--- src/hdl/fpq_map.svh ---
// Purpose: opcodes, field positions and constants of the store unit
// Assumes: instruction bit 0 is the least significant bit of the word
// Notes:   instruction field macros are bit ranges of a 32-bit instruction word; conversion field macros are bit ranges of a double
//
// Contract
// RL1 - opcode 60, sub 00: paired displacement store
// RL2 - opcode 61, sub 01: paired update store
// RL3 - 14-bit displacement used only for address
// RL4 - sign-extend to 30 bits, append 00
// RL5 - zero base: offset alone, else add base
// RL6 - opcode 31, xo 951/919: paired indexed stores
// RL7 - indexed address: base plus index, base nonzero
// RL8 - zero base: index alone, no register zero read
// RL9 - source at address, next register at plus eight
// RL10 - source 31 pairs with register 0
// RL11 - update forms write address back, nonzero base
// RL12 - status register and condition field untouched
// RL13 - opcode 52: single displacement store fields
// RL14 - single: sign-extend 16-bit displacement, add base
// RL15 - single zero base: displacement alone, no update
// RL16 - single: convert double to single, store word
// RL17 - big-endian stores, first before second, stall
`ifndef FPQ_MAP_SVH
`define FPQ_MAP_SVH

////////////////////////////////////////////////////////////////////////
// instruction fields
`define FPQ_OPCD_F 31:26
`define FPQ_FRS_F 25:21
`define FPQ_RA_F 20:16
`define FPQ_RB_F 15:11
`define FPQ_DS_F 15:2
`define FPQ_SUB_F 1:0
`define FPQ_XO_F 10:1
`define FPQ_D_F 15:0
`define FPQ_SIGN_BIT 15

////////////////////////////////////////////////////////////////////////
// opcodes
`define FPQ_OP_PAIR_D 6'h3c
`define FPQ_OP_PAIR_DU 6'h3d
`define FPQ_OP_EXT 6'h1f
`define FPQ_OP_SGL_D 6'h34
`define FPQ_SUB_D 2'h0
`define FPQ_SUB_DU 2'h1
`define FPQ_XO_PAIR_XU 10'h3b7
`define FPQ_XO_PAIR_X 10'h397
`define FPQ_WORD_ALIGN 2'h0

////////////////////////////////////////////////////////////////////////
// addressing and store port
`define FPQ_REG_ZERO 5'h00
`define FPQ_REG_STEP 5'h01
`define FPQ_DW_STEP 32'h0000_0008
`define FPQ_BE_DWORD 8'hff
`define FPQ_BE_WORD 8'hf0
`define FPQ_LOW_WORD 32'h0000_0000

////////////////////////////////////////////////////////////////////////
// double to single conversion
`define FPQ_EXP_F 62:52
`define FPQ_FRAC_F 51:0
`define FPQ_HI2_F 63:62
`define FPQ_MID_F 58:29
`define FPQ_SHFRAC_F 51:29
`define FPQ_EXP_NORM 11'h381
`define FPQ_EXP_DENORM 11'h36a
`define FPQ_SGL_ZEXP 8'h00

`endif

--- src/hdl/fpq_pkg.sv ---
// Purpose: types shared by the store unit modules
// Assumes: nothing
// Notes:   decoded instruction and controller state types
package fpq_pkg;

   typedef enum logic [2:0] {
      K_NONE = 3'h0,
      K_PAIR_D = 3'h1,
      K_PAIR_DU = 3'h2,
      K_PAIR_XU = 3'h3,
      K_PAIR_X = 3'h4,
      K_SGL_D = 3'h5
   } kind_t;

   typedef struct packed {
      kind_t kind;
      logic pair;
      logic update;
      logic indexed;
      logic [4:0] fp_source_reg;
      logic [4:0] base_reg_field;
      logic [4:0] index_reg_field;
      logic [31:0] offset;
   } dec_t;

   typedef enum logic [6:0] {
      S_IDLE = 7'b000_0001,
      S_ADDR = 7'b000_0010,
      S_LOAD0 = 7'b000_0100,
      S_SEND0 = 7'b000_1000,
      S_LOAD1 = 7'b001_0000,
      S_SEND1 = 7'b010_0000,
      S_DONE = 7'b100_0000
   } state_t;

endpackage : fpq_pkg

--- src/hdl/fpq_dec_if.sv ---
// Purpose: carries an instruction word to the decoder and back
// Assumes: decode is purely combinational
// Notes:   one modport per side
`timescale 1ns/1ps
interface fpq_dec_if;
   logic [31:0] instr;
   fpq_pkg::dec_t dec;
   modport dcd (input instr, output dec);
   modport core (output instr, input dec);
endinterface : fpq_dec_if

--- src/hdl/fpq_decode.sv ---
// Purpose: decodes the paired and single floating-point stores
// Assumes: instruction word is stable while decoded
// Notes:   unknown encodings decode as K_NONE; record bit ignored
`timescale 1ns/1ps
`include "fpq_map.svh"
module fpq_decode (
   // decode channel
   fpq_dec_if.dcd dif
);

   fpq_pkg::dec_t d;
   logic [31:0] w;

   always_comb begin
      w = dif.instr;
      d = '0;
      d.kind = fpq_pkg::K_NONE;
      d.fp_source_reg = w[`FPQ_FRS_F];
      d.base_reg_field = w[`FPQ_RA_F];
      d.index_reg_field = w[`FPQ_RB_F];
      // word displacement, only feeds the address [RL3] [RL4]
      d.offset = {{16{w[`FPQ_SIGN_BIT]}}, w[`FPQ_DS_F], `FPQ_WORD_ALIGN};
      case (w[`FPQ_OPCD_F])
         `FPQ_OP_PAIR_D: begin
            if (w[`FPQ_SUB_F] == `FPQ_SUB_D) begin
               d.kind = fpq_pkg::K_PAIR_D; // [RL1]
            end
         end
         `FPQ_OP_PAIR_DU: begin
            if (w[`FPQ_SUB_F] == `FPQ_SUB_DU) begin
               d.kind = fpq_pkg::K_PAIR_DU; // [RL2]
               d.update = 1'b1;
            end
         end
         `FPQ_OP_EXT: begin
            d.indexed = 1'b1;
            if (w[`FPQ_XO_F] == `FPQ_XO_PAIR_XU) begin
               d.kind = fpq_pkg::K_PAIR_XU; // [RL6]
               d.update = 1'b1;
            end else if (w[`FPQ_XO_F] == `FPQ_XO_PAIR_X) begin
               d.kind = fpq_pkg::K_PAIR_X; // [RL6]
            end
         end
         `FPQ_OP_SGL_D: begin
            d.kind = fpq_pkg::K_SGL_D; // [RL13]
            d.offset = {{16{w[`FPQ_SIGN_BIT]}}, w[`FPQ_D_F]}; // [RL14]
         end
         default: begin
            d.kind = fpq_pkg::K_NONE;
         end
      endcase
      d.pair = (d.kind != fpq_pkg::K_NONE) && (d.kind != fpq_pkg::K_SGL_D);
      dif.dec = d;
   end

endmodule : fpq_decode

--- src/hdl/fp_quad_single_store_exec.sv ---
// Purpose: executes paired doubleword and single word fp stores
// Assumes: register file reads return data in the same cycle
// Notes:   one instruction at a time; stalls on the store port
`timescale 1ns/1ps
`include "fpq_map.svh"
module fp_quad_single_store_exec (
   // clock and reset
   input wire logic i_ref_clk,
   input wire logic i_nrst,

   // instruction issue
   input wire logic i_instr_valid,
   input wire logic [31:0] i_instr,
   output logic o_instr_ready,
   output logic o_busy,
   output logic o_done,
   output logic o_unsupported,

   // general register read ports
   output logic o_gpr_a_rd,
   output logic [4:0] o_gpr_a_idx,
   input wire logic [31:0] i_gpr_a_data,
   output logic o_gpr_b_rd,
   output logic [4:0] o_gpr_b_idx,
   input wire logic [31:0] i_gpr_b_data,

   // floating-point register read port
   output logic o_fpr_rd,
   output logic [4:0] o_fpr_idx,
   input wire logic [63:0] i_fpr_data,

   // general register write-back
   output logic o_gpr_we,
   output logic [4:0] o_gpr_w_idx,
   output logic [31:0] o_gpr_w_data,

   // data memory store port
   output logic o_st_valid,
   input wire logic i_st_ready,
   output logic [31:0] o_st_addr,
   output logic [63:0] o_st_data,
   output logic [7:0] o_st_be,
   output logic o_st_dword
);

   ////////////////////////////////////////////////////////////////////
   // state

   typedef struct packed {
      fpq_pkg::state_t state;
      fpq_pkg::dec_t dec;
      logic [31:0] ea;
      logic st_valid;
      logic [31:0] st_addr;
      logic [63:0] st_data;
      logic [7:0] st_be;
      logic st_dword;
      logic wb_we;
      logic [4:0] wb_idx;
      logic [31:0] wb_data;
      logic done;
      logic unsup;
   } st_t;

   st_t q;
   st_t n;

   ////////////////////////////////////////////////////////////////////
   // decoder

   fpq_dec_if dif ();

   assign dif.instr = i_instr;

   fpq_decode u_decode (
      .dif(dif)
   );

   ////////////////////////////////////////////////////////////////////
   // helpers

   // effective address of all five forms
   function automatic logic [31:0] ea_calc(
      input logic [4:0] base_idx,
      input logic [31:0] base_val,
      input logic indexed,
      input logic [31:0] index_val,
      input logic [31:0] offset
   );
      logic [31:0] base_term;
      logic [31:0] add_term;
      begin
         if (base_idx == `FPQ_REG_ZERO) begin
            base_term = '0; // [RL5] [RL8] [RL15]
         end else begin
            base_term = base_val; // [RL5] [RL7] [RL14]
         end
         if (indexed) begin
            add_term = index_val; // [RL7]
         end else begin
            add_term = offset;
         end
         ea_calc = base_term + add_term;
      end
   endfunction : ea_calc

   // second register of a pair wraps from 31 to 0
   function automatic logic [4:0] pair_next(input logic [4:0] idx);
      begin
         pair_next = 5'(idx + `FPQ_REG_STEP); // [RL10]
      end
   endfunction : pair_next

   // double format to single format word
   function automatic logic [31:0] to_single(input logic [63:0] d);
      logic [10:0] exp;
      logic [52:0] mant;
      logic [52:0] shifted;
      logic [4:0] shamt;
      begin
         exp = d[`FPQ_EXP_F];
         mant = {1'b1, d[`FPQ_FRAC_F]};
         shamt = 5'(`FPQ_EXP_NORM - exp);
         shifted = mant >> shamt;
         if ((exp < `FPQ_EXP_NORM) && (exp >= `FPQ_EXP_DENORM)) begin
            to_single = {d[63], `FPQ_SGL_ZEXP, shifted[`FPQ_SHFRAC_F]};
         end else begin
            to_single = {d[`FPQ_HI2_F], d[`FPQ_MID_F]};
         end
      end
   endfunction : to_single

   ////////////////////////////////////////////////////////////////////
   // next state

   always_comb begin
      n = q;
      n.done = 1'b0;
      n.unsup = 1'b0;
      n.wb_we = 1'b0;
      case (q.state)
         fpq_pkg::S_IDLE: begin
            if (i_instr_valid) begin
               if (dif.dec.kind != fpq_pkg::K_NONE) begin
                  n.dec = dif.dec;
                  n.state = fpq_pkg::S_ADDR;
               end else begin
                  n.unsup = 1'b1;
               end
            end
         end
         fpq_pkg::S_ADDR: begin
            n.ea = ea_calc(q.dec.base_reg_field, i_gpr_a_data,
                           q.dec.indexed, i_gpr_b_data, q.dec.offset);
            n.state = fpq_pkg::S_LOAD0;
         end
         fpq_pkg::S_LOAD0: begin
            n.st_valid = 1'b1;
            n.st_addr = q.ea;
            if (q.dec.pair) begin
               n.st_data = i_fpr_data; // [RL9] [RL17]
               n.st_be = `FPQ_BE_DWORD;
               n.st_dword = 1'b1;
            end else begin
               n.st_data = {to_single(i_fpr_data), `FPQ_LOW_WORD}; // [RL16]
               n.st_be = `FPQ_BE_WORD; // [RL17]
               n.st_dword = 1'b0;
            end
            n.state = fpq_pkg::S_SEND0;
         end
         fpq_pkg::S_SEND0: begin
            if (i_st_ready) begin
               n.st_valid = 1'b0;
               if (q.dec.pair) begin
                  n.state = fpq_pkg::S_LOAD1; // [RL17]
               end else begin
                  n.state = fpq_pkg::S_DONE;
                  n.done = 1'b1;
               end
            end
         end
         fpq_pkg::S_LOAD1: begin
            n.st_valid = 1'b1;
            n.st_addr = q.ea + `FPQ_DW_STEP; // [RL9]
            n.st_data = i_fpr_data; // [RL9]
            n.st_be = `FPQ_BE_DWORD;
            n.st_dword = 1'b1;
            n.state = fpq_pkg::S_SEND1;
         end
         fpq_pkg::S_SEND1: begin
            if (i_st_ready) begin
               n.st_valid = 1'b0;
               n.state = fpq_pkg::S_DONE;
               n.done = 1'b1;
               // only the base register is written back [RL11] [RL12]
               n.wb_we = q.dec.update &&
                         (q.dec.base_reg_field != `FPQ_REG_ZERO);
               n.wb_idx = q.dec.base_reg_field;
               n.wb_data = q.ea;
            end
         end
         fpq_pkg::S_DONE: begin
            n.state = fpq_pkg::S_IDLE;
         end
         default: begin
            n.state = fpq_pkg::S_IDLE;
            n.st_valid = 1'b0;
         end
      endcase
   end

   ////////////////////////////////////////////////////////////////////
   // registers

   always_ff @(posedge i_ref_clk or negedge i_nrst) begin
      if (!i_nrst) begin
         q <= '0;
         q.state <= fpq_pkg::S_IDLE;
      end else begin
         q <= n;
      end
   end

   ////////////////////////////////////////////////////////////////////
   // outputs

   assign o_instr_ready = (q.state == fpq_pkg::S_IDLE);
   assign o_busy = (q.state != fpq_pkg::S_IDLE);
   assign o_done = q.done;
   assign o_unsupported = q.unsup;

   // zero base is never read [RL8]
   assign o_gpr_a_rd = (q.state == fpq_pkg::S_ADDR) &&
                       (q.dec.base_reg_field != `FPQ_REG_ZERO);
   assign o_gpr_a_idx = q.dec.base_reg_field;
   assign o_gpr_b_rd = (q.state == fpq_pkg::S_ADDR) && q.dec.indexed;
   assign o_gpr_b_idx = q.dec.index_reg_field;

   assign o_fpr_rd = (q.state == fpq_pkg::S_LOAD0) ||
                     (q.state == fpq_pkg::S_LOAD1);
   assign o_fpr_idx = (q.state == fpq_pkg::S_LOAD1) ?
                      pair_next(q.dec.fp_source_reg) : // [RL10]
                      q.dec.fp_source_reg;

   assign o_gpr_we = q.wb_we; // [RL11] [RL15]
   assign o_gpr_w_idx = q.wb_idx;
   assign o_gpr_w_data = q.wb_data;

   assign o_st_valid = q.st_valid; // [RL17]
   assign o_st_addr = q.st_addr;
   assign o_st_data = q.st_data;
   assign o_st_be = q.st_be;
   assign o_st_dword = q.st_dword;

endmodule : fp_quad_single_store_exec

--- config.mk ---
export PLATFORM = sky130hd
export DESIGN_NAME = fp_quad_single_store_exec
export DESIGN_NICKNAME = d
export VERILOG_FILES = /design/src/hdl/fpq_pkg.sv /design/src/hdl/fpq_dec_if.sv /design/src/hdl/fpq_decode.sv /design/src/hdl/fp_quad_single_store_exec.sv
export VERILOG_INCLUDE_DIRS = /design/src /design/src/hdl
export SDC_FILE = /design/constraint.sdc
export NUM_CORES = 1
export LEC_CHECK = 0
export BUFFER_PORTS_ARGS = -buffer_cell sky130_fd_sc_hd__clkbuf_2
export CORE_UTILIZATION = 30
export DETAILED_ROUTE_END_ITERATION = 8
export PLACE_DENSITY = 0.56
export SYNTH_ARGS = -nofsm -noshare
export SYNTH_HDL_FRONTEND = slang
export SYNTH_SLANG_ARGS = --single-unit
--- constraint.sdc ---
create_clock -name i_ref_clk -period 5.75 [get_ports i_ref_clk]
set_input_delay 0.8625 -clock i_ref_clk [delete_from_list [all_inputs] [get_ports i_ref_clk]]
set_output_delay 0.8625 -clock i_ref_clk [all_outputs]
set_load 0.02 [all_outputs]
# Word level (Yosys, flattened, before mapping)
# Index checks and enable logic that the tools add are counted.
# op_classes
add_sub_neg	4
magnitude_cmp	2
eq_ne	21
n_shift	1
n_mux	34
bitwise	1
n_reduce_logical	18
# ops
operator	count
$pmux W105 S2	1
$mux W32	4
$mux W60	2
$mux W72	1
$shr A53 B5 Y52	1
$pmux W7 S6	1
$mux W39	1
$mux W38	1
$add A32 B32 Y32	1
$add A32 B4 Y32 const B	1
$mux W31	1
$mux W7	3
$eq A10 B10 Y1 const B	2
$eq A6 B6 Y1 const B	3
$pmux W3 S4	1
$ge A11 B10 Y1 const B	1
$lt A11 B10 Y1 const B	1
$mux W1	10
$eq A7 B1 Y1 const B	1
$eq A7 B2 Y1 const B	1
$eq A7 B3 Y1 const B	1
$eq A7 B4 Y1 const B	1
$eq A7 B5 Y1 const B	1
$eq A7 B6 Y1 const B	1
27 further kinds	39
# totals
regBits	222
inputBits	164

# Logic depth before layout (Yosys ltp)
# logic_depth
word_depth	9
depth_mapped	15
ltp_nobuf	14

# By module
# A second synthesis with hierarchy kept.
# hier_totals
cells_unflattened	1573
area_unflattened_um2	14443.9
# by_module_without_submodules
mod	n_inst	cells_each	area_each_um2	seq_area_each_um2
fp_quad_single_store_exec	1	1507	13964.6	5706.7
fpq_decode	1	66	479.2	0.0

# Worst setup path after synthesis
# OpenSTA, ideal clock, no wires.
# synth_path
path_type	register -> register
startpoint	register q, in the netlist o_gpr_a_idx[2]
endpoint	register q[170] in the netlist's numbering
setup_time_ps	133
t_arrival_ps	3538
slack_ps	2079
path_stages_with_launch	16
synth_period_minus_slack_ps	3671
path_cell_list	dfrtp_1 -> or4_1 -> nor2_1 -> clkbuf_1 -> nor2b_1 -> ha_1 -> fa_1 -> a21oi_1 -> o22ai_1 -> o211ai_1 -> o31ai_2 -> a21oi_1 -> o21ai_2 -> a31oi_1 -> xor2_1 -> o21ai_0
# synth_via
elab_chain_len	4
# synth_lines
item	line	source
from (decl)	fp_quad_single_store_exec.sv:65	st_t q;
from (signal assigned)	fp_quad_single_store_exec.sv:220	q <= n;
$logic_not A5 Y1 (no line)	n/a	
$mux W32	fp_quad_single_store_exec.sv:93	if (base_idx == `FPQ_REG_ZERO) begin
$mux W32	fp_quad_single_store_exec.sv:141	case (q.state)
$add A32 B32 Y32	fp_quad_single_store_exec.sv:103	ea_calc = base_term + add_term;
# Every way passes these cells. The select of a mux whose other input is x is not followed.
# A chain may end at the register's enable or synchronous reset.

# Worst setup path in the final report
# layout_path
startpoint	register q[236] in the netlist's numbering
endpoint	output port o_fpr_rd
# layout_via
elab_chain_len	2
# layout_lines
item	line	source
$eq A7 B3 Y1 or $eq A7 B5 Y1 (tied branches)	fp_quad_single_store_exec.sv:239, fp_quad_single_store_exec.sv:240	
$logic_or A1 B1 Y1 *	fp_quad_single_store_exec.sv:239	assign o_fpr_rd = (q.state == fpq_pkg::S_LOAD0) ||
to (decl)	fp_quad_single_store_exec.sv:28	output logic o_fpr_rd,
# Mark *: on every way between the ends. The rest lies on a longest branch, timed or not.

==> qor.csv <==
stage,metric,value,unit
sta,minimum clock period,4.11,ns
critical_path,crit path DAT,3.25,ns
grt,Total GRT Usage,0.165,
yosys,Synth Area in XOR/XNOR,0.0420,
critical_path,Critical Path Fanout Max,58,
clock_network,clock sinks,207,
finish,share of cells above drive strength 1,0.321,
yosys,Syn Nets,1572,
sta,final number of setup-violating endpoints,0,
yosys,multiplexer area fraction after synthesis,0.107,
finish,"commonest non-fill, non-tap cell in the layout",clkbuf_2,
finish,ANT cells,0,
finish,area delta synth->final,14.5,%
sta,period utilisation layout,0.715,
detailed_routing,via count,10200,
clock_network,Root Buffer,clkbuf_16,
flow_run,Max-Cap Viols,0,
clock_network,total CTS buffers,26,
pwr,P_leak,7.51,nW
outcome,outcome,"finished, final reports clean",
detailed_routing,DRT Pass-1 Iters,5,
grt,initial antenna violation count,0,
sta,Setup TNS,0,ns
yosys,Syn Area/Cell,9.57,um^2
floorplanning,Die Y,211,um
critical_path,WP data required,4.89,ns
finish,final-layout fill cell count,4493,
clock_network,CTS tree,built,
placement,GPL Wtd Cong,0.864,
yosys,"FFs w/ async S/R, synth",1.00,
sta,Final Hold Fails,0,
clock_network,worst skew pair latency,0.55,ns
clock_network,"Hold-fix buffers, CTS",0,
yosys,synthesized area,13100,um^2
floorplanning,chip width,211,um
yosys,Yosys top cell area share,0.392,
critical_path,Worst Setup End Kind,primary output,
floorplanning,Rows,76,
sta,FMAX,243,MHz
yosys,Synth Warn #,0,
sta,Final Max Tran Viols,0,
floorplanning,Starting Density,0.304,
floorplanning,core area,43200,um^2
sta,RSZ-0062 raised after global routing,no,
sta,clk_skew,0.0137,ns
clock_network,H-tree Lvls,1,
floorplanning,num ports,330,
critical_path,CP Class,reg2out,
yosys,"area leader, netlist",dfrtp_1,
detailed_routing,ANT nets after route,0,
detailed_routing,Residual DRC,0,
clock_network,setup bufs post-CTS,0,
clock_network,Worst-path clk slew,0.06,ns
worst_hold_path,Hold/Removal Path Class,in2async,
grt,total gr overflow,0,
yosys,Gate Count Post-Synth,1372,
finish,nets,1714,
clock_network,Resized cells post-CTS,0,
finish,most frequent cells in the layout,"clkbuf_2 (328), dfrtp_1 (206), nand2_1 (182)",
yosys,Synth Area in Adders,0.0349,
detailed_routing,vias per inst,4.84,
yosys,Synth Area in Compound Gates,0.159,
sta,WHS,0.351,ns
placement,I/O Buffers,329,
grt,vias in the first global route,9969,
pwr,PwrDens,348,nW/um^2
pwr,VDD IR-drop max,0.000260,V
grt,largest net degree at the start of global routing,117,
yosys,ys flop type,dfrtp_1,
yosys,Synth area leaders,"dfrtp_1 (39%), buf_4 (8.8%), nand2_1 (5.2%)",
clock_network,Max clock buf depth,3,
detailed_routing,drt total wl,38000,um
placement,DP Wirelength,28600,um
yosys,largest family of logic cells by synthesized area,compound AO/OA/AOI/OAI gates,
sta,slew margin rel.,0.252,
yosys,post-synthesis simple-gate area fraction,0.141,
yosys,Yosys reg bits,207,
detailed_routing,WL per Instance,18.0,um
sta,worst slew pin tran,1.12,ns
critical_path,crit start category,flop,
yosys,number of synthesized flops with an enable pin,0,
detailed_routing,DRT iter0 DRCs,665,
yosys,sequential cell area fraction in the yosys report,0.394,
floorplanning,die area,44600,um^2
grt,global-route wire length before repair,57700,um
yosys,Synth cell types,75,
cell families (layout without fill, tap and decap cells):
family	Yosys count	after routing
simple gates	384	384
mux	108	108
compound gates	323	323
buf+inv	251	410
xor+xnor	63	63
fa+ha+maj	36	36
flops	207	207
final timing paths:
path	from	end	slack, ns	cells past startpoint
max	q[236]$_DFFE_PN0P_	o_fpr_rd	1.64	5
min	i_nrst	o_st_data[53]$_DFFE_PN0P_	0.35	1
max reg2reg	o_gpr_a_idx[2]$_DFFE_PN0P_	q[170]$_DFFE_PN0P_	1.74	15
min reg2reg	o_st_addr[10]$_DFFE_PN0P_	o_st_addr[10]$_DFFE_PN0P_	0.48	2
max in group asynchronous	i_nrst	q[174]$_DFFE_PN0P_	4.13	2
min in group i_ref_clk	o_st_addr[10]$_DFFE_PN0P_	o_st_addr[10]$_DFFE_PN0P_	0.48	2
where the power goes:
group / total (W) / switching [W] / internal, W
Clock: 0.00173 / 0.000649 / 0.00108
Combinational: 0.00175 / 0.00104 / 0.000705
Sequential: 0.00176 / 0.000172 / 0.00158
Total: 0.00523 / 0.00186 / 0.00337
critical path, stage by stage, from the launching register on:
cell,delay (ns)
dfrtp_1,0.44
nor2_1,0.25
nand3b_1,0.47
a21o_4,0.57
inv_2,0.66
clkbuf_2,0.29
metal layers:
layer  up-vias  GRT usage  wire length [um]
met5         -          0                 0
met3        52     0.0385              2710
met1      4845      0.222             17200
li1       5006          -                 -
met4         0     0.0452              1030
met2       346      0.265             17100
stage by stage:
stage               cell area (um^2)  cells  worst slack (ns)  utilization  power, W
floorplan                      13100   1372              2.08            -   0.00304
global placement               14100   2071              1.78        0.328   0.00352
detailed placement             14100   2071              1.73        0.328   0.00353
CTS                            15000   2116              1.57        0.348   0.00530
global route                   15000   2116              1.33        0.348   0.00556
finish                         15000   2116              1.64        0.348   0.00523
cell usage after synthesis, drive strengths merged (30+ instances only):
| cell type | count |
|---|---|
| xor2 | 33 |
| nor2b | 41 |
| a22o | 32 |
| mux2 | 81 |
| buf | 181 |
| dfrtp | 206 |
| nor2 | 52 |
| clkbuf | 43 |
| xnor2 | 30 |
| a21oi | 71 |
| nand2 | 183 |
| o21ai | 97 |
| ha | 35 |
area by class of cell:
cell class / instances / area, um^2 / area share
well taps: 585 / 732 / 0.0487
repair buffers: 338 / 1720 / 0.115
clock buffers: 36 / 708 / 0.0471
inverters: 27 / 101 / 0.00674
multi-input cells: 914 / 6400 / 0.426
flip-flops and latches: 207 / 5180 / 0.345
clock inverters: 9 / 188 / 0.0125
registers in the layout, indices dropped and copies added, names as in the netlist:
signal	cells
o_gpr_we	1
q	58
o_st_valid	1
o_gpr_w_data	32
o_st_addr	32
o_gpr_b_idx	5
o_gpr_w_idx	5
o_st_data	64
o_st_be	2
o_gpr_a_idx	5
o_unsupported	1
o_done	1
Power figures use the tool's default switching activity.
